`config.mk`:
```
export PLATFORM = sky130hd
export DESIGN_NAME = pwc_io_ctrl
export DESIGN_NICKNAME = d
export VERILOG_FILES = /design/src/design/pwc_pkg.sv /design/src/design/pwc_din_filt.sv /design/src/design/pwc_scale.sv /design/src/design/pwc_io_ctrl.sv
export VERILOG_INCLUDE_DIRS = /design/src /design/src/design
export SDC_FILE = /design/constraint.sdc
export NUM_CORES = 2
export LEC_CHECK = 0
export BUFFER_PORTS_ARGS = -buffer_cell sky130_fd_sc_hd__buf_2
export CAP_MARGIN = 10
export CORE_MARGIN = 10
export CORE_UTILIZATION = 35
export CTS_CLUSTER_DIAMETER = 30
export DETAILED_ROUTE_END_ITERATION = 10
export HOLD_SLACK_MARGIN = 0.06
export PLACE_DENSITY = 0.61
export SYNTH_ARGS = -nofsm -noshare
export SYNTH_HDL_FRONTEND = slang
export SYNTH_SLANG_ARGS = --single-unit
```
`constraint.sdc`:
```
create_clock -name mclk_i -period 107.4 [get_ports mclk_i]
set_clock_uncertainty 0.1 [all_clocks]
set_input_delay 0 -clock mclk_i [delete_from_list [all_inputs] [get_ports mclk_i]]
set_output_delay 0 -clock mclk_i [all_outputs]
set_load 0.01 [all_outputs]
```
`src/design/pwc_defs.svh`:
```
// Purpose: constants of the input function and alarm relay block
// Assumes: 125 MHz system clock, 32-bit Avalon-MM register port
// Notes: definitions only
`ifndef PWC_DEFS_SVH
`define PWC_DEFS_SVH

// ****************************************
// register byte offsets
// ****************************************
`define PWC_OFS_CFG      5'h00
`define PWC_OFS_AIN1_RNG 5'h04
`define PWC_OFS_AIN2_RNG 5'h08
`define PWC_OFS_RETX_RNG 5'h0C
`define PWC_OFS_STATUS   5'h10
`define PWC_OFS_IRQ_STAT 5'h14
`define PWC_OFS_IRQ_MASK 5'h18
`define PWC_OFS_SP_LOCAL 5'h1C

// ****************************************
// config field positions (lsb)
// ****************************************
`define PWC_CFG_DIN1_FN 0
`define PWC_CFG_DIN2_FN 4
`define PWC_CFG_FB      8
`define PWC_CFG_FIRE    12
`define PWC_CFG_LOG     16
`define PWC_CFG_BAKE    17
`define PWC_CFG_AIN2_FN 20
`define PWC_CFG_ALM_FN  24
`define PWC_CFG_RETX    28
// range registers: low bound [11:0], high bound [27:16]
`define PWC_RNG_HI      16

// ****************************************
// reset values
// ****************************************
`define PWC_RST_CFG   32'h0000_0000
`define PWC_RST_RNG   32'h0FFF_0000
`define PWC_RST_MASK  4'h0
`define PWC_RST_SP    10'h000

// ****************************************
// scaling and timing
// ****************************************
`define PWC_PCT_FULL  1000
`define PWC_CLK_NS    8
`define PWC_FILT_NS   1000000
`define PWC_FILT_CYC  ((`PWC_FILT_NS + `PWC_CLK_NS - 1) / `PWC_CLK_NS)

`endif

```
`src/design/pwc_pkg.sv`:
```
// Purpose: types shared by the input function and alarm relay block
// Assumes: nothing beyond the constants header
// Notes: enum order is the register encoding
package pwc_pkg;
	// digital input function, three bits in config
	typedef enum logic [2:0] {DF_NONE, DF_ENABLE, DF_VOLT_FB, DF_LOC_REM,
		DF_PHASE, DF_AIN_SEL, DF_LOGGING, DF_BAKEOUT} pwc_din_fn_t;
	// feedback selection
	typedef enum logic [2:0] {FB_VOLT, FB_VOLT_SQ, FB_POWER, FB_CUR_SQ,
		FB_CUR, FB_EXTERNAL, FB_NONE} pwc_fb_t;
	// firing method
	typedef enum logic [2:0] {FI_ZERO_CROSS, FI_SINGLE, FI_BURST,
		FI_BURST_RAMP, FI_PHASE} pwc_fire_t;
	// use of the second analog input
	typedef enum logic [1:0] {A2_ALT_SP, A2_EXT_FB, A2_CUR_LIM} pwc_ain2_fn_t;
	// retransmitted quantity
	typedef enum logic [1:0] {RT_SETPOINT, RT_CURRENT, RT_VOLTAGE, RT_POWER} pwc_retx_t;
	// alarm sources from the measurement logic
	typedef struct packed {
		logic heater_break;
		logic shorted_sw;
		logic cur_limit;
		logic comm_wdog;
		logic heatsink_ot;
	} pwc_alarm_t;
	// resolved control to the loop and firing logic
	typedef struct packed {
		logic out_enable;
		pwc_fb_t feedback;
		pwc_fire_t firing;
		logic sp_remote;
		logic remote_source_select;
		logic logging_en;
		logic bakeout_en;
	} pwc_ctrl_t;
endpackage : pwc_pkg

```
`src/design/pwc_din_filt.sv`:
```
// Purpose: synchronise and debounce one isolated digital input
// Assumes: pin is asynchronous to mclk_i
// Notes: output changes only after the level held FILT_CYC cycles
`timescale 1ns/10ps
`default_nettype none
module pwc_din_filt #(
	parameter int FILT_CYC = 125000
) (
	input wire logic mclk_i,
	input wire logic sys_rst_i,
	input wire logic pin_i,
	output logic level_o,
	output logic change_o
);
	localparam int CW = $clog2(FILT_CYC + 1);
	logic meta_q; // first stage, read only by sync_q
	logic sync_q; // second stage
	logic [CW-1:0] cnt_q; // cycles the new level has stood

	// ****************************************
	// two-stage synchroniser
	// ****************************************
	always_ff @(posedge mclk_i or posedge sys_rst_i) begin
		if (sys_rst_i) begin
			meta_q <= 1'b0;
			sync_q <= 1'b0;
		end else begin
			meta_q <= pin_i;
			sync_q <= meta_q;
		end
	end

	// ****************************************
	// stability filter
	// ****************************************
	// glitches shorter than the window restart the count
	always_ff @(posedge mclk_i or posedge sys_rst_i) begin
		if (sys_rst_i) begin
			cnt_q <= '0;
			level_o <= 1'b0;
			change_o <= 1'b0;
		end else begin
			change_o <= 1'b0;
			if (sync_q == level_o) begin
				cnt_q <= '0;
			end else if (cnt_q == CW'(FILT_CYC - 1)) begin
				cnt_q <= '0;
				level_o <= sync_q;
				change_o <= 1'b1;
			end else begin
				cnt_q <= cnt_q + 1'b1;
			end
		end
	end
endmodule : pwc_din_filt
`default_nettype wire

```
`src/design/pwc_scale.sv`:
```
// Purpose: map a raw analog reading to tenths of a percent of range
// Assumes: lo below hi for a meaningful range
// Notes: clamps outside the range; one cycle latency
`timescale 1ns/10ps
`default_nettype none
`include "pwc_defs.svh"
module pwc_scale #(
	parameter int RW = 12
) (
	input wire logic mclk_i,
	input wire logic sys_rst_i,
	input wire logic [RW-1:0] raw_i,
	input wire logic [RW-1:0] lo_i,
	input wire logic [RW-1:0] hi_i,
	output logic [9:0] pct_o
);
	logic [RW+9:0] num; // offset times full scale
	logic [RW+9:0] quo; // quotient before narrowing

	// ****************************************
	// percent of span
	// ****************************************
	// divider is combinational; inputs change slowly so timing is relaxed
	always_comb begin
		num = (RW+10)'(raw_i - lo_i) * (RW+10)'(`PWC_PCT_FULL);
		quo = (hi_i > lo_i) ? num / (RW+10)'(hi_i - lo_i) : '0;
	end

	always_ff @(posedge mclk_i or posedge sys_rst_i) begin
		if (sys_rst_i) begin
			pct_o <= '0;
		end else if (raw_i <= lo_i) begin
			pct_o <= '0;
		end else if (raw_i >= hi_i) begin
			pct_o <= 10'(`PWC_PCT_FULL);
		end else begin
			pct_o <= quo[9:0];
		end
	end
endmodule : pwc_scale
`default_nettype wire

```
`src/design/pwc_io_ctrl.sv`:
```
// Purpose: digital input functions, analog scaling, alarm relay, retransmit
// Assumes: alarm and measurement inputs come from logic on mclk_i
// Notes: registers over Avalon-MM, one wait state per access
`timescale 1ns/10ps
`default_nettype none
`include "pwc_defs.svh"
module pwc_io_ctrl #(
	parameter int FILT_CYC = `PWC_FILT_CYC,
	parameter int RW = 12
) (
	input wire logic mclk_i,
	input wire logic sys_rst_i,
	// avalon-mm slave
	input wire logic [4:0] avs_address_i,
	input wire logic avs_read_i,
	input wire logic avs_write_i,
	input wire logic [31:0] avs_writedata_i,
	input wire logic [3:0] avs_byteenable_i,
	output logic [31:0] avs_readdata_o,
	output logic avs_waitrequest_o,
	// pins and panel
	input wire logic [1:0] din_i,
	input wire logic aux_pwr_i,
	input wire logic panel_lr_press_i,
	// analog readings and measured quantities
	input wire logic [RW-1:0] ain1_raw_i,
	input wire logic [RW-1:0] ain2_raw_i,
	input wire logic [9:0] cur_pct_i,
	input wire logic [9:0] volt_pct_i,
	input wire logic [9:0] pwr_pct_i,
	input wire pwc_pkg::pwc_alarm_t alarm_i,
	// resolved controls
	output pwc_pkg::pwc_ctrl_t ctrl_o,
	output logic [9:0] setpoint_o,
	output logic [9:0] ext_fb_o,
	output logic [9:0] cur_lim_sp_o,
	output logic hb_mon_en_o,
	output logic short_mon_en_o,
	output logic relay_energize_o,
	output logic [RW-1:0] retx_o,
	output logic irq_o
);
	// ****************************************
	// declarations
	// ****************************************
	logic [31:0] cfg_q; // function and mode selection
	logic [31:0] ain1_rng_q; // first analog range
	logic [31:0] ain2_rng_q; // second analog range
	logic [31:0] retx_rng_q; // retransmit output span
	logic [9:0] sp_local_q; // keypad or comms set point
	logic [3:0] irq_stat_q; // sticky events
	logic [3:0] irq_mask_q; // event enables
	logic ack_q; // second cycle of an access
	logic [31:0] rdata_q; // read data held for the answer
	logic panel_remote_q; // panel toggle state
	logic aux_meta_q; // first stage, feeds aux_q only
	logic aux_q; // synchronised aux power
	logic alarm_d; // heat sink or any selected alarm
	logic alarm_q; // previous alarm, for the edge
	logic [1:0] din_lvl; // filtered input levels
	logic [1:0] din_chg; // filtered input change pulses
	logic [9:0] ain1_pct; // scaled first input
	logic [9:0] ain2_pct; // scaled second input
	logic [RW+9:0] retx_prod; // span times value
	logic [9:0] retx_val; // chosen quantity
	logic [3:0] irq_set; // this cycle's events
	logic aux_prev_q; // aux level one cycle back, for the loss event
	logic acc; // request pending first cycle
	logic wr_go; // write takes effect
	pwc_pkg::pwc_din_fn_t fn1; // first input function
	pwc_pkg::pwc_din_fn_t fn2; // second input function
	pwc_pkg::pwc_ain2_fn_t a2fn; // use of second analog input
	pwc_pkg::pwc_ctrl_t ctrl_d; // resolved controls

	assign fn1 = pwc_pkg::pwc_din_fn_t'(cfg_q[`PWC_CFG_DIN1_FN +: 3]);
	assign fn2 = pwc_pkg::pwc_din_fn_t'(cfg_q[`PWC_CFG_DIN2_FN +: 3]);
	assign a2fn = pwc_pkg::pwc_ain2_fn_t'(cfg_q[`PWC_CFG_AIN2_FN +: 2]);

	// ****************************************
	// input conditioning
	// ****************************************
	// one debouncer per isolated input
	for (genvar g = 0; g < 2; g++) begin : g_din
		pwc_din_filt #(.FILT_CYC(FILT_CYC)) u_filt (
			.mclk_i(mclk_i),
			.sys_rst_i(sys_rst_i),
			.pin_i(din_i[g]),
			.level_o(din_lvl[g]),
			.change_o(din_chg[g])
		);
	end

	// aux power sense comes from a pin
	always_ff @(posedge mclk_i or posedge sys_rst_i) begin
		if (sys_rst_i) begin
			aux_meta_q <= 1'b0;
			aux_q <= 1'b0;
		end else begin
			aux_meta_q <= aux_pwr_i;
			aux_q <= aux_meta_q;
		end
	end

	// analog readings to tenths of a percent
	pwc_scale #(.RW(RW)) u_ain1 (
		.mclk_i(mclk_i),
		.sys_rst_i(sys_rst_i),
		.raw_i(ain1_raw_i),
		.lo_i(ain1_rng_q[RW-1:0]),
		.hi_i(ain1_rng_q[`PWC_RNG_HI +: RW]),
		.pct_o(ain1_pct)
	);
	pwc_scale #(.RW(RW)) u_ain2 (
		.mclk_i(mclk_i),
		.sys_rst_i(sys_rst_i),
		.raw_i(ain2_raw_i),
		.lo_i(ain2_rng_q[RW-1:0]),
		.hi_i(ain2_rng_q[`PWC_RNG_HI +: RW]),
		.pct_o(ain2_pct)
	);

	// ****************************************
	// input function resolution
	// ****************************************
	// where both inputs carry one function the second decides
	function automatic logic fn_on(input pwc_pkg::pwc_din_fn_t f, input logic dflt);
		if (fn2 == f) begin
			fn_on = din_lvl[1];
		end else if (fn1 == f) begin
			fn_on = din_lvl[0];
		end else begin
			fn_on = dflt;
		end
	endfunction : fn_on

	function automatic logic fn_used(input pwc_pkg::pwc_din_fn_t f);
		fn_used = (fn1 == f) || (fn2 == f);
	endfunction : fn_used

	always_comb begin
		ctrl_d = '0;
		// run gating: absent function leaves output allowed
		ctrl_d.out_enable = fn_on(pwc_pkg::DF_ENABLE, 1'b1);
		// feedback override, else configured choice
		if (fn_on(pwc_pkg::DF_VOLT_FB, 1'b0)) begin
			ctrl_d.feedback = pwc_pkg::FB_VOLT;
		end else begin
			ctrl_d.feedback = pwc_pkg::pwc_fb_t'(cfg_q[`PWC_CFG_FB +: 3]);
		end
		// firing override, else configured method
		if (fn_on(pwc_pkg::DF_PHASE, 1'b0)) begin
			ctrl_d.firing = pwc_pkg::FI_PHASE;
		end else begin
			ctrl_d.firing = pwc_pkg::pwc_fire_t'(cfg_q[`PWC_CFG_FIRE +: 3]);
		end
		// set point source: input on means local
		if (fn_used(pwc_pkg::DF_LOC_REM)) begin
			ctrl_d.sp_remote = !fn_on(pwc_pkg::DF_LOC_REM, 1'b0);
		end else begin
			ctrl_d.sp_remote = panel_remote_q;
		end
		ctrl_d.remote_source_select = fn_on(pwc_pkg::DF_AIN_SEL, 1'b0);
		// logging and bakeout follow an assigned input, else stored bit
		ctrl_d.logging_en = fn_on(pwc_pkg::DF_LOGGING, cfg_q[`PWC_CFG_LOG]);
		ctrl_d.bakeout_en = fn_on(pwc_pkg::DF_BAKEOUT, cfg_q[`PWC_CFG_BAKE]);
	end

	// panel toggle, frozen while an input owns the source choice
	always_ff @(posedge mclk_i or posedge sys_rst_i) begin
		if (sys_rst_i) begin
			panel_remote_q <= 1'b0;
		end else if (panel_lr_press_i && !fn_used(pwc_pkg::DF_LOC_REM)) begin
			panel_remote_q <= !panel_remote_q;
		end
	end

	// ****************************************
	// set point and analog routing
	// ****************************************
	// outputs registered so downstream loops see clean values
	always_ff @(posedge mclk_i or posedge sys_rst_i) begin
		if (sys_rst_i) begin
			ctrl_o <= '0;
			setpoint_o <= '0;
			ext_fb_o <= '0;
			cur_lim_sp_o <= '0;
		end else begin
			ctrl_o <= ctrl_d;
			// second input as alternate source only when so assigned
			if (!ctrl_d.sp_remote) begin
				setpoint_o <= sp_local_q;
			end else if (ctrl_d.remote_source_select && a2fn == pwc_pkg::A2_ALT_SP) begin
				setpoint_o <= ain2_pct;
			end else begin
				setpoint_o <= ain1_pct;
			end
			ext_fb_o <= (a2fn == pwc_pkg::A2_EXT_FB) ? ain2_pct : 10'h000;
			cur_lim_sp_o <= (a2fn == pwc_pkg::A2_CUR_LIM) ? ain2_pct : 10'h3E8;
		end
	end

	// ****************************************
	// alarm relay
	// ****************************************
	// heat sink always counts; others by selection mask
	always_comb begin
		alarm_d = alarm_i.heatsink_ot
			|| (cfg_q[`PWC_CFG_ALM_FN + 3] && alarm_i.heater_break)
			|| (cfg_q[`PWC_CFG_ALM_FN + 2] && alarm_i.shorted_sw)
			|| (cfg_q[`PWC_CFG_ALM_FN + 1] && alarm_i.cur_limit)
			|| (cfg_q[`PWC_CFG_ALM_FN + 0] && alarm_i.comm_wdog);
	end

	// fail safe: relay drops on alarm or lost aux power
	always_ff @(posedge mclk_i or posedge sys_rst_i) begin
		if (sys_rst_i) begin
			relay_energize_o <= 1'b0;
			alarm_q <= 1'b0;
			hb_mon_en_o <= 1'b0;
			short_mon_en_o <= 1'b0;
		end else begin
			relay_energize_o <= aux_q && !alarm_d;
			alarm_q <= alarm_d;
			hb_mon_en_o <= cfg_q[`PWC_CFG_ALM_FN + 3];
			short_mon_en_o <= cfg_q[`PWC_CFG_ALM_FN + 2];
		end
	end

	// ****************************************
	// retransmit
	// ****************************************
	always_comb begin
		case (pwc_pkg::pwc_retx_t'(cfg_q[`PWC_CFG_RETX +: 2]))
			pwc_pkg::RT_SETPOINT: retx_val = setpoint_o;
			pwc_pkg::RT_CURRENT: retx_val = cur_pct_i;
			pwc_pkg::RT_VOLTAGE: retx_val = volt_pct_i;
			pwc_pkg::RT_POWER: retx_val = pwr_pct_i;
			default: retx_val = 10'h000;
		endcase
		// span must not be inverted; only a rising span is supported
		retx_prod = (RW+10)'(retx_rng_q[`PWC_RNG_HI +: RW] - retx_rng_q[RW-1:0])
			* (RW+10)'(retx_val);
	end

	always_ff @(posedge mclk_i or posedge sys_rst_i) begin
		if (sys_rst_i) begin
			retx_o <= '0;
		end else begin
			retx_o <= retx_rng_q[RW-1:0]
				+ RW'(retx_prod / (RW+10)'(`PWC_PCT_FULL));
		end
	end

	// ****************************************
	// avalon-mm slave
	// ****************************************
	// one wait state: request seen, then answered the next edge
	assign acc = (avs_read_i || avs_write_i) && !ack_q;
	assign wr_go = avs_write_i && ack_q;
	assign avs_waitrequest_o = (avs_read_i || avs_write_i) && !ack_q;
	assign avs_readdata_o = rdata_q;

	function automatic logic [31:0] merge(input logic [31:0] old);
		for (int i = 0; i < 4; i++) begin
			if (avs_byteenable_i[i]) begin
				old[8*i +: 8] = avs_writedata_i[8*i +: 8];
			end
		end
		merge = old;
	endfunction : merge

	always_ff @(posedge mclk_i or posedge sys_rst_i) begin
		if (sys_rst_i) begin
			ack_q <= 1'b0;
		end else begin
			ack_q <= acc;
		end
	end

	// read mux captured in the wait cycle; unmapped reads zero
	always_ff @(posedge mclk_i or posedge sys_rst_i) begin
		if (sys_rst_i) begin
			rdata_q <= '0;
		end else if (acc && avs_read_i) begin
			case (avs_address_i)
				`PWC_OFS_CFG: rdata_q <= cfg_q;
				`PWC_OFS_AIN1_RNG: rdata_q <= ain1_rng_q;
				`PWC_OFS_AIN2_RNG: rdata_q <= ain2_rng_q;
				`PWC_OFS_RETX_RNG: rdata_q <= retx_rng_q;
				`PWC_OFS_STATUS: rdata_q <= {22'h0, relay_energize_o, alarm_q,
					aux_q, ctrl_o.out_enable, ctrl_o.sp_remote,
					ctrl_o.remote_source_select, ctrl_o.logging_en,
					ctrl_o.bakeout_en, din_lvl};
				`PWC_OFS_IRQ_STAT: rdata_q <= {28'h0, irq_stat_q};
				`PWC_OFS_IRQ_MASK: rdata_q <= {28'h0, irq_mask_q};
				`PWC_OFS_SP_LOCAL: rdata_q <= {22'h0, sp_local_q};
				default: rdata_q <= 32'h0000_0000;
			endcase
		end
	end

	// configuration writes
	always_ff @(posedge mclk_i or posedge sys_rst_i) begin
		if (sys_rst_i) begin
			cfg_q <= `PWC_RST_CFG;
			ain1_rng_q <= `PWC_RST_RNG;
			ain2_rng_q <= `PWC_RST_RNG;
			retx_rng_q <= `PWC_RST_RNG;
			sp_local_q <= `PWC_RST_SP;
			irq_mask_q <= `PWC_RST_MASK;
		end else if (wr_go) begin
			case (avs_address_i)
				`PWC_OFS_CFG: cfg_q <= merge(cfg_q);
				`PWC_OFS_AIN1_RNG: ain1_rng_q <= merge(ain1_rng_q);
				`PWC_OFS_AIN2_RNG: ain2_rng_q <= merge(ain2_rng_q);
				`PWC_OFS_RETX_RNG: retx_rng_q <= merge(retx_rng_q);
				`PWC_OFS_SP_LOCAL: sp_local_q <= 10'(merge({22'h0, sp_local_q}));
				`PWC_OFS_IRQ_MASK: irq_mask_q <= 4'(merge({28'h0, irq_mask_q}));
				default: ;
			endcase
		end
	end

	// ****************************************
	// interrupts
	// ****************************************
	// bits: 0 input one change, 1 input two change, 2 alarm rise, 3 aux lost
	// aux loss is taken from the synchronised level only, never the first stage
	assign irq_set = {aux_prev_q && !aux_q, alarm_d && !alarm_q, din_chg};

	// write-one-to-clear; a new event in the clear cycle wins
	always_ff @(posedge mclk_i or posedge sys_rst_i) begin
		if (sys_rst_i) begin
			irq_stat_q <= 4'h0;
		end else begin
			if (wr_go && avs_address_i == `PWC_OFS_IRQ_STAT && avs_byteenable_i[0]) begin
				irq_stat_q <= (irq_stat_q & ~avs_writedata_i[3:0]) | irq_set;
			end else begin
				irq_stat_q <= irq_stat_q | irq_set;
			end
		end
	end

	// aux level delayed one cycle for the loss edge
	always_ff @(posedge mclk_i or posedge sys_rst_i) begin
		if (sys_rst_i) begin
			aux_prev_q <= 1'b0;
		end else begin
			aux_prev_q <= aux_q;
		end
	end
	assign irq_o = |(irq_stat_q & irq_mask_q);

	// ****************************************
	// checks
	// ****************************************
	property p_run_gate;
		@(posedge mclk_i) disable iff (sys_rst_i)
		(fn2 == pwc_pkg::DF_ENABLE && !din_lvl[1]) |=> !ctrl_o.out_enable;
	endproperty
	a_run_gate: assert property (p_run_gate) else $error("output on with gate low");

	property p_gate_second;
		@(posedge mclk_i) disable iff (sys_rst_i)
		(fn1 == pwc_pkg::DF_ENABLE && fn2 == pwc_pkg::DF_ENABLE)
			|=> ctrl_o.out_enable == $past(din_lvl[1]);
	endproperty
	a_gate_second: assert property (p_gate_second) else $error("first gate obeyed");

	property p_volt_fb;
		@(posedge mclk_i) disable iff (sys_rst_i)
		(fn_on(pwc_pkg::DF_VOLT_FB, 1'b0)) |=> ctrl_o.feedback == pwc_pkg::FB_VOLT;
	endproperty
	a_volt_fb: assert property (p_volt_fb) else $error("voltage feedback not forced");

	property p_phase;
		@(posedge mclk_i) disable iff (sys_rst_i)
		(fn_on(pwc_pkg::DF_PHASE, 1'b0)) |=> ctrl_o.firing == pwc_pkg::FI_PHASE;
	endproperty
	a_phase: assert property (p_phase) else $error("phase firing not forced");

	property p_panel_locked;
		@(posedge mclk_i) disable iff (sys_rst_i)
		fn_used(pwc_pkg::DF_LOC_REM) |=> $stable(panel_remote_q);
	endproperty
	a_panel_locked: assert property (p_panel_locked) else $error("panel toggle acted");

	property p_relay_drop;
		@(posedge mclk_i) disable iff (sys_rst_i)
		alarm_d |=> !relay_energize_o;
	endproperty
	a_relay_drop: assert property (p_relay_drop) else $error("relay held on alarm");

	property p_relay_on;
		@(posedge mclk_i) disable iff (sys_rst_i)
		relay_energize_o |-> $past(aux_q) && !$past(alarm_d);
	endproperty
	a_relay_on: assert property (p_relay_on) else $error("relay on without cause");

	property p_heatsink;
		@(posedge mclk_i) disable iff (sys_rst_i)
		alarm_i.heatsink_ot |=> !relay_energize_o;
	endproperty
	a_heatsink: assert property (p_heatsink) else $error("heat sink alarm ignored");

	property p_logging;
		@(posedge mclk_i) disable iff (sys_rst_i)
		(fn2 == pwc_pkg::DF_LOGGING) |=> ctrl_o.logging_en == $past(din_lvl[1]);
	endproperty
	a_logging: assert property (p_logging) else $error("logging not following input");

	property p_bakeout;
		@(posedge mclk_i) disable iff (sys_rst_i)
		(fn1 == pwc_pkg::DF_BAKEOUT && fn2 != pwc_pkg::DF_BAKEOUT)
			|=> ctrl_o.bakeout_en == $past(din_lvl[0]);
	endproperty
	a_bakeout: assert property (p_bakeout) else $error("bakeout not following input");
endmodule : pwc_io_ctrl
`default_nettype wire

```
Word-level counts from Yosys, hierarchy flattened
Cells that the tools add are included.
{"block": "word_totals", "regBits": 302, "in_bits": 108, "output_inout_bits": 90}
{"block": "op_classes", "addsub": 8, "n_mul": 3, "div": 3, "order_cmp": 6, "n_eq_ne": 30, "mux": 39, "bitwise_logic": 7, "n_reduce_logical": 52}
{"operator": "$pmux 32 s8", "n": 1}
{"operator": "$mux 10", "n": 10}
{"operator": "$mux 17", "n": 4}
{"operator": "$sub 12x12->13", "n": 5}
{"operator": "$reduce_and 3->1", "n": 19}
{"operator": "$div 22x22->22", "n": 2}
{"operator": "$mul 22x7->19 const B", "n": 2}
{"operator": "$pmux 10 s4", "n": 1}
{"operator": "$add 17x1->17 const B", "n": 2}
{"operator": "$eq 17x17->1 const B", "n": 2}
{"operator": "$eq 3x3->1 const B", "n": 8}
{"operator": "$ge 12x12->1", "n": 2}
{"operator": "$gt 12x12->1", "n": 2}
{"operator": "$le 12x12->1", "n": 2}
{"operator": "$div 22x10->22 const B", "n": 1}
{"operator": "$mul 13x11->22", "n": 1}
{"operator": "$eq 5x5->1 const B", "n": 4}
{"operator": "$mux 1", "n": 20}
{"operator": "$logic_and 1x1->1", "n": 14}
{"operator": "$add 12x12->12", "n": 1}
{"operator": "$eq 3x2->1 const B", "n": 4}
{"operator": "$eq 5x4->1 const B", "n": 2}
{"operator": "$and 4x4->4", "n": 2}
{"operator": "$or 4x4->4", "n": 2}
{"operator": "15 further kinds", "n": 35}

Logic depth before layout (Yosys ltp)
{"block": "logic_depth", "ltp_word": 8, "mapped_depth": 364, "ltp_nobuf": 349}

Cells and area by module
A second synthesis with hierarchy kept.
{"block": "unflattened", "cells_unflattened": 7094, "area_unflattened_um2": 56539.2}
{"module": "pwc_io_ctrl", "instances": 1, "cells_each": 1944, "area_each_um2": 19025.7, "seq_area_each_um2": 6050.8}
{"module": "pwc_scale (u_ain2)", "instances": 1, "cells_each": 2480, "area_each_um2": 17838.4, "seq_area_each_um2": 250.2}
{"module": "pwc_scale (u_ain1)", "instances": 1, "cells_each": 2484, "area_each_um2": 17660.7, "seq_area_each_um2": 250.2}
{"module": "pwc_din_filt", "instances": 2, "cells_each": 93, "area_each_um2": 1007.2, "seq_area_each_um2": 525.5}

Least setup slack after synthesis
No wires, ideal clock.
{"block": "synth_path", "path_type": "register to register", "from": "register ain1_rng_q[1]", "to": "register u_ain1.pct_o[0]", "setup_ps": 124, "arrival_time_ps": 63757, "slack_ps": 43420, "stages_incl_launch_ff": 357, "path_buffers": 16, "period_less_slack_ps": 63980, "cell_sequence": "dfrtp_1 > inv_1 > ha_1 > nor2b_1 > o21ai_0 > nand2b_1 > a21o_1 > a21o_1 > a21o_1 > a21o_1 > a21o_1 > a21o_1 > xor2_1 > ha_1 > inv_1 > fa_1 > fa_1 > inv_1 > (+321 left out) > o21ai_1 > clkbuf_1 > clkbuf_1 > a21oi_1 > ha_1 > a21oi_1 > nor2b_1 > o21ai_0 > nand2b_1 > a21oi_1 > nor2b_1 > o21ai_0 > nand2b_1 > a21oi_1 > o21ai_0 > a21o_1 > a21oi_1 > a21oi_1"}
{"block": "synth_via", "elab_chain_cells": 6, "elab_cells_between_ends": 9, "classes_between": "add/sub (2); mul (1); div (1); order compare (2); mux (3)"}
{"item": "start, declared", "line_no": "pwc_io_ctrl.sv:47", "text": "logic [31:0] ain1_rng_q;"}
{"item": "start signal, assigned", "line_no": "pwc_io_ctrl.sv:306", "text": "ain1_rng_q <= `PWC_RST_RNG;"}
{"item": "start signal, assigned", "line_no": "pwc_io_ctrl.sv:314", "text": "`PWC_OFS_AIN1_RNG: ain1_rng_q <= merge(ain1_rng_q);"}
{"item": "$sub 12x12->13", "line_no": "pwc_scale.sv:25", "text": "num = (RW+10)'(raw_i - lo_i) * (RW+10)'(`PWC_PCT_FULL);"}
{"item": "$mul 22x7->19", "line_no": "pwc_scale.sv:25"}
{"item": "$div 22x22->22", "line_no": "pwc_scale.sv:26", "text": "quo = (hi_i > lo_i) ? num / (RW+10)'(hi_i - lo_i) : '0;"}
{"item": "$mux 10", "line_no": "pwc_scale.sv:26"}
{"item": "$mux 10", "line_no": "pwc_scale.sv:34", "text": "end else if (raw_i >= hi_i) begin"}
{"item": "$mux 10 *", "line_no": "pwc_scale.sv:32", "text": "end else if (raw_i <= lo_i) begin"}
{"item": "end signal, assigned", "line_no": "pwc_scale.sv:35", "text": "pct_o <= 10'(`PWC_PCT_FULL);"}
{"item": "end signal, assigned", "line_no": "pwc_scale.sv:37", "text": "pct_o <= quo[9:0];"}
{"item": "end, declared", "line_no": "pwc_scale.sv:15", "text": "output logic [9:0] pct_o"}
Every way passes the cells marked *; elsewhere a longest branch is shown, timed or not.
A chain may end at the register's enable or synchronous reset.

Worst setup path after layout
{"block": "layout_path", "from": "register ain1_rng_q[0]", "to": "register u_ain1.pct_o[0]"}
Same word-level chain as after synthesis.

==> summary.txt <==
Route
  – DR vias: 44640
  – DRT iter0 DRCs: 2912
  – Residual DRC: 0
  – First-pass DRT Iterations: 7
  – Detail Route Antenna Nets: 0
  – Mean routed wirelength per cell: 18.82 µm
  – WL final: 153500 µm
  – Vias/cell: 5.471

Logic synthesis
  – Synth cell types: 115
  – Largest family of logic cells by synthesized area: adder cells
  – Synthesized flop and latch total: 302
  – Mux contribution to synthesized area: 0.08941
  – Mapped Area: 0.04961 mm²
  – Syn Inst Count: 5963
  – Register area share after synthesis: 0.1532
  – Main flop type after synthesis: dfrtp_1
  – Compound-Gate Fraction of Synth Area: 0.2133
  – Post-synth EDFFs: 0
  – Xor/xnor share of the synthesized area: 0.05589
  – Synthesized area per cell: 8.320 µm²
  – Synth Area in Adders: 0.2642
  – Yosys warning count: 0
  – Simple-gate share of the synthesized area: 0.1724
  – Synth async-reset ratio: 1.000
  – Post-Syn Nets: 6997

Min path
  – Min-delay worst type: in2reg

Clock network
  – Clock buffer depth: 3
  – CTS Root Cell: clkbuf_16
  – CTS sink count: 302
  – CTS clk-pin slew, worst paths: 0.06 ns
  – TritonCTS clock tree: done
  – Latest clock arrival within the worst-skew pair: 0.65 ns
  – Post-CTS Setup Bufs: 0
  – CTS buffer count: 60
  – H-tree depth: 2

STA
  – Final hold vios: 0
  – Hold WS: 0.08857 ns
  – Worst slew pin tran: 1.262 ns
  – Final critical-path share of the clock period: 0.6482
  – Worst slew margin: 0.1571
  – Final min period: 69.62 ns
  – Number of setup violations in the final report: 0
  – Highest clock rate: 14.36 MHz
  – RSZ-0062 raised after global routing: false
  – Slew Limit Fails: 0
  – Setup TNS Final: 0 ns

Finish
  – Multi-input logic area: 0.03955 mm²
  – Fraction of layout cells with a size suffix above 1: 0.1363
  – Commonest non-fill, non-tap cell in the layout: ha_1
  – FF+latch area: 0.007602 mm²
  – Most frequent cells in the layout: 729 x ha_1, 537 x nor2_1, 529 x inv_1, 378 x nand2_1, 365 x o21a_1
  – Fin cells: 8159
  – Final Net Count: 7249
  – Fill cells: 14440
  – Area Growth Syn to Fin: 12.50%

Floorplanning
  – # rows: 138
  – Die ar.: 0.1572 mm²
  – Core ar.: 0.1412 mm²
  – Die extent in y: 396.5 µm
  – IO Count: 198
  – DIE WIDTH: 396.5 µm
  – Initial Util: 0.3512

Place
  – Port Buf Inserts: 197
  – Routability cong.: 0.8982
  – Placed Instances: 7976
  – Dpl hpwl: 124900 µm

Critical path
  – Worst path buffer plus inverter count: 19
  – Setup crit start kind: flip-flop
  – Crit-path leading delay family: compound AO/OA/AOI/OAI gates
  – Critical path type: reg2reg
  – Critical-path top delay cell: nor3b_1
  – Crit Path Max Fanout: 34
  – Most used cell, CP: o21a_1
  – CP endpoint kind: flip-flop
  – CP peak stage delay: 0.82 ns
  – Worst endpoint required time: 107.80 ns
  – Crit path DAT: 70.01 ns

Global route
  – GRT Overall Usage: 0.1886
  – Met1 usage: 0.2619
  – GR Util met2: 0.2977
  – Initial antenna violation count: 23
  – Met3 usage: 0.02999
  – Vias in the first global route: 43660
  – GR peak layer: met2
  – Global-route wire length before repair: 242100 µm
  – Largest net degree at the start of global routing: 100
  – Overflow after GRT: 0

Status
  – Status: complete, no violations

Run
  – Max-cap viol count: 0
cell usage after synthesis (all sizes together), types with 10 or more instances:
cell	instances	area [µm²]
ha	729	9121
nor2	540	2029
inv	533	2001
nand2	379	1425
o21a	365	2740
a21oi	344	1752
nor3	335	1704
mux2	334	3761
o21ai	279	1423
dfrtp	266	6656
xnor2	200	1767
fa	197	3944
clkbuf	114	427.9
xor2	114	1006
a21o	101	758.2
o31ai	90	699.4
nand2b	88	550.5
nor2b	84	525.5
nand3	80	405.4
nand4	74	462.9
o21bai	60	450.4
mux2i	55	561.8
and2	52	325.3
a22oi	48	360.4
dfstp	36	945.9
or2	35	219.0
a22o	33	289.0
a31oi	30	187.7
or3	30	192.7
and3	27	173.9
a211oi	24	200.2
buf	22	131.4
nor4	22	137.6
a21boi	18	135.1
o211ai	17	132.6
nor3b	13	97.59
a211o	12	105.1
a221oi	11	96.34
o31a	10	87.58
sequential cells by signal, indices dropped and copies added, names as in the netlist, 2 cells and up:
name,count
setpoint_o,10
avs_readdata_o,32
cfg_q,32
g_din.u_filt.level_o,2
retx_rng_q,32
u_ain2.pct_o,10
g_din.u_filt.sync_q,2
g_din.u_filt.change_o,2
ain2_rng_q,32
g_din.u_filt.cnt_q,34
u_ain1.pct_o,10
ain1_rng_q,32
retx_o,12
g_din.u_filt.meta_q,2
cur_lim_sp_o,10
ctrl_o,11
ext_fb_o,10
irq_stat_q,4
irq_mask_q,4
sp_local_q,10
metal layers:
| layer | wire length, µm | vias up |
|---|---|---|
| met3 | 9642 | 210 |
| met4 | 5080 | 20 |
| met2 | 66740 | 1081 |
| met1 | 71960 | 21350 |
| li1 | - | 21980 |
| met5 | 114 | - |
path summary, 6_finish.rpt:
| path | endpoint | slack (ns) | cells past startpoint | start |
|---|---|---|---|---|
| min in group asynchronous | retx_o[8] | 0.52 | 4 | sys_rst_i |
| max | u_ain1.pct_o[0] | 37.78 | 349 | ain1_rng_q[0] |
| min | g_din[1].u_filt.meta_q | 0.09 | 2 | din_i[1] |
| min reg2reg | g_din[1].u_filt.sync_q | 0.24 | 0 | g_din[1].u_filt.meta_q |
| max in group asynchronous | cfg_q[19] | 105.09 | 5 | sys_rst_i |
| max reg2reg | u_ain1.pct_o[0] | 37.78 | 349 | ain1_rng_q[0] |
area by class of cell:
| type | instances | area share |
|---|---|---|
| Multi-Input combinational cell | 4992 | 0.7087 |
| Sequential cell | 302 | 0.1362 |
| Tap cell | 1890 | 0.04237 |
| Timing Repair Buffer | 326 | 0.03802 |
| Inverter | 533 | 0.03598 |
| Clock buffer | 75 | 0.02977 |
| Clock inverter | 38 | 0.008766 |
| Antenna cell | 3 | 0.0001345 |
stage by stage:
| step | setup WS (ns) | util | area [µm²] |
|---|---|---|---|
| after floorplan | 43.42 | - | 49610 |
| after global placement | 39.03 | 0.3751 | 52980 |
| after detailed placement | 38.29 | 0.3751 | 52980 |
| after CTS | 37.89 | 0.3951 | 55800 |
| after global routing | 32.12 | 0.3951 | 55800 |
| final | 37.78 | 0.3951 | 55810 |
kinds of logic (layout without fill, tap and decap cells):
group	after synthesis	count (layout)
xor gates and xnor gates	314	314
buffers and inverters	669	972
muxes	394	394
AOI/OAI and AO/OA	1561	1561
and+or+nand+nor	1793	1793
other	0	3
adders and majority gates	930	930
DFF	302	302
what timing repair did:
action	CTS	global route
endpoints found under the setup margin	0	0
resized for setup	0	0
hold endpoints to repair	286	0
hold buffers	67	0
Power is not shown: default switching activity piles up to over one toggle a cycle in this logic, so the estimate is an artifact.
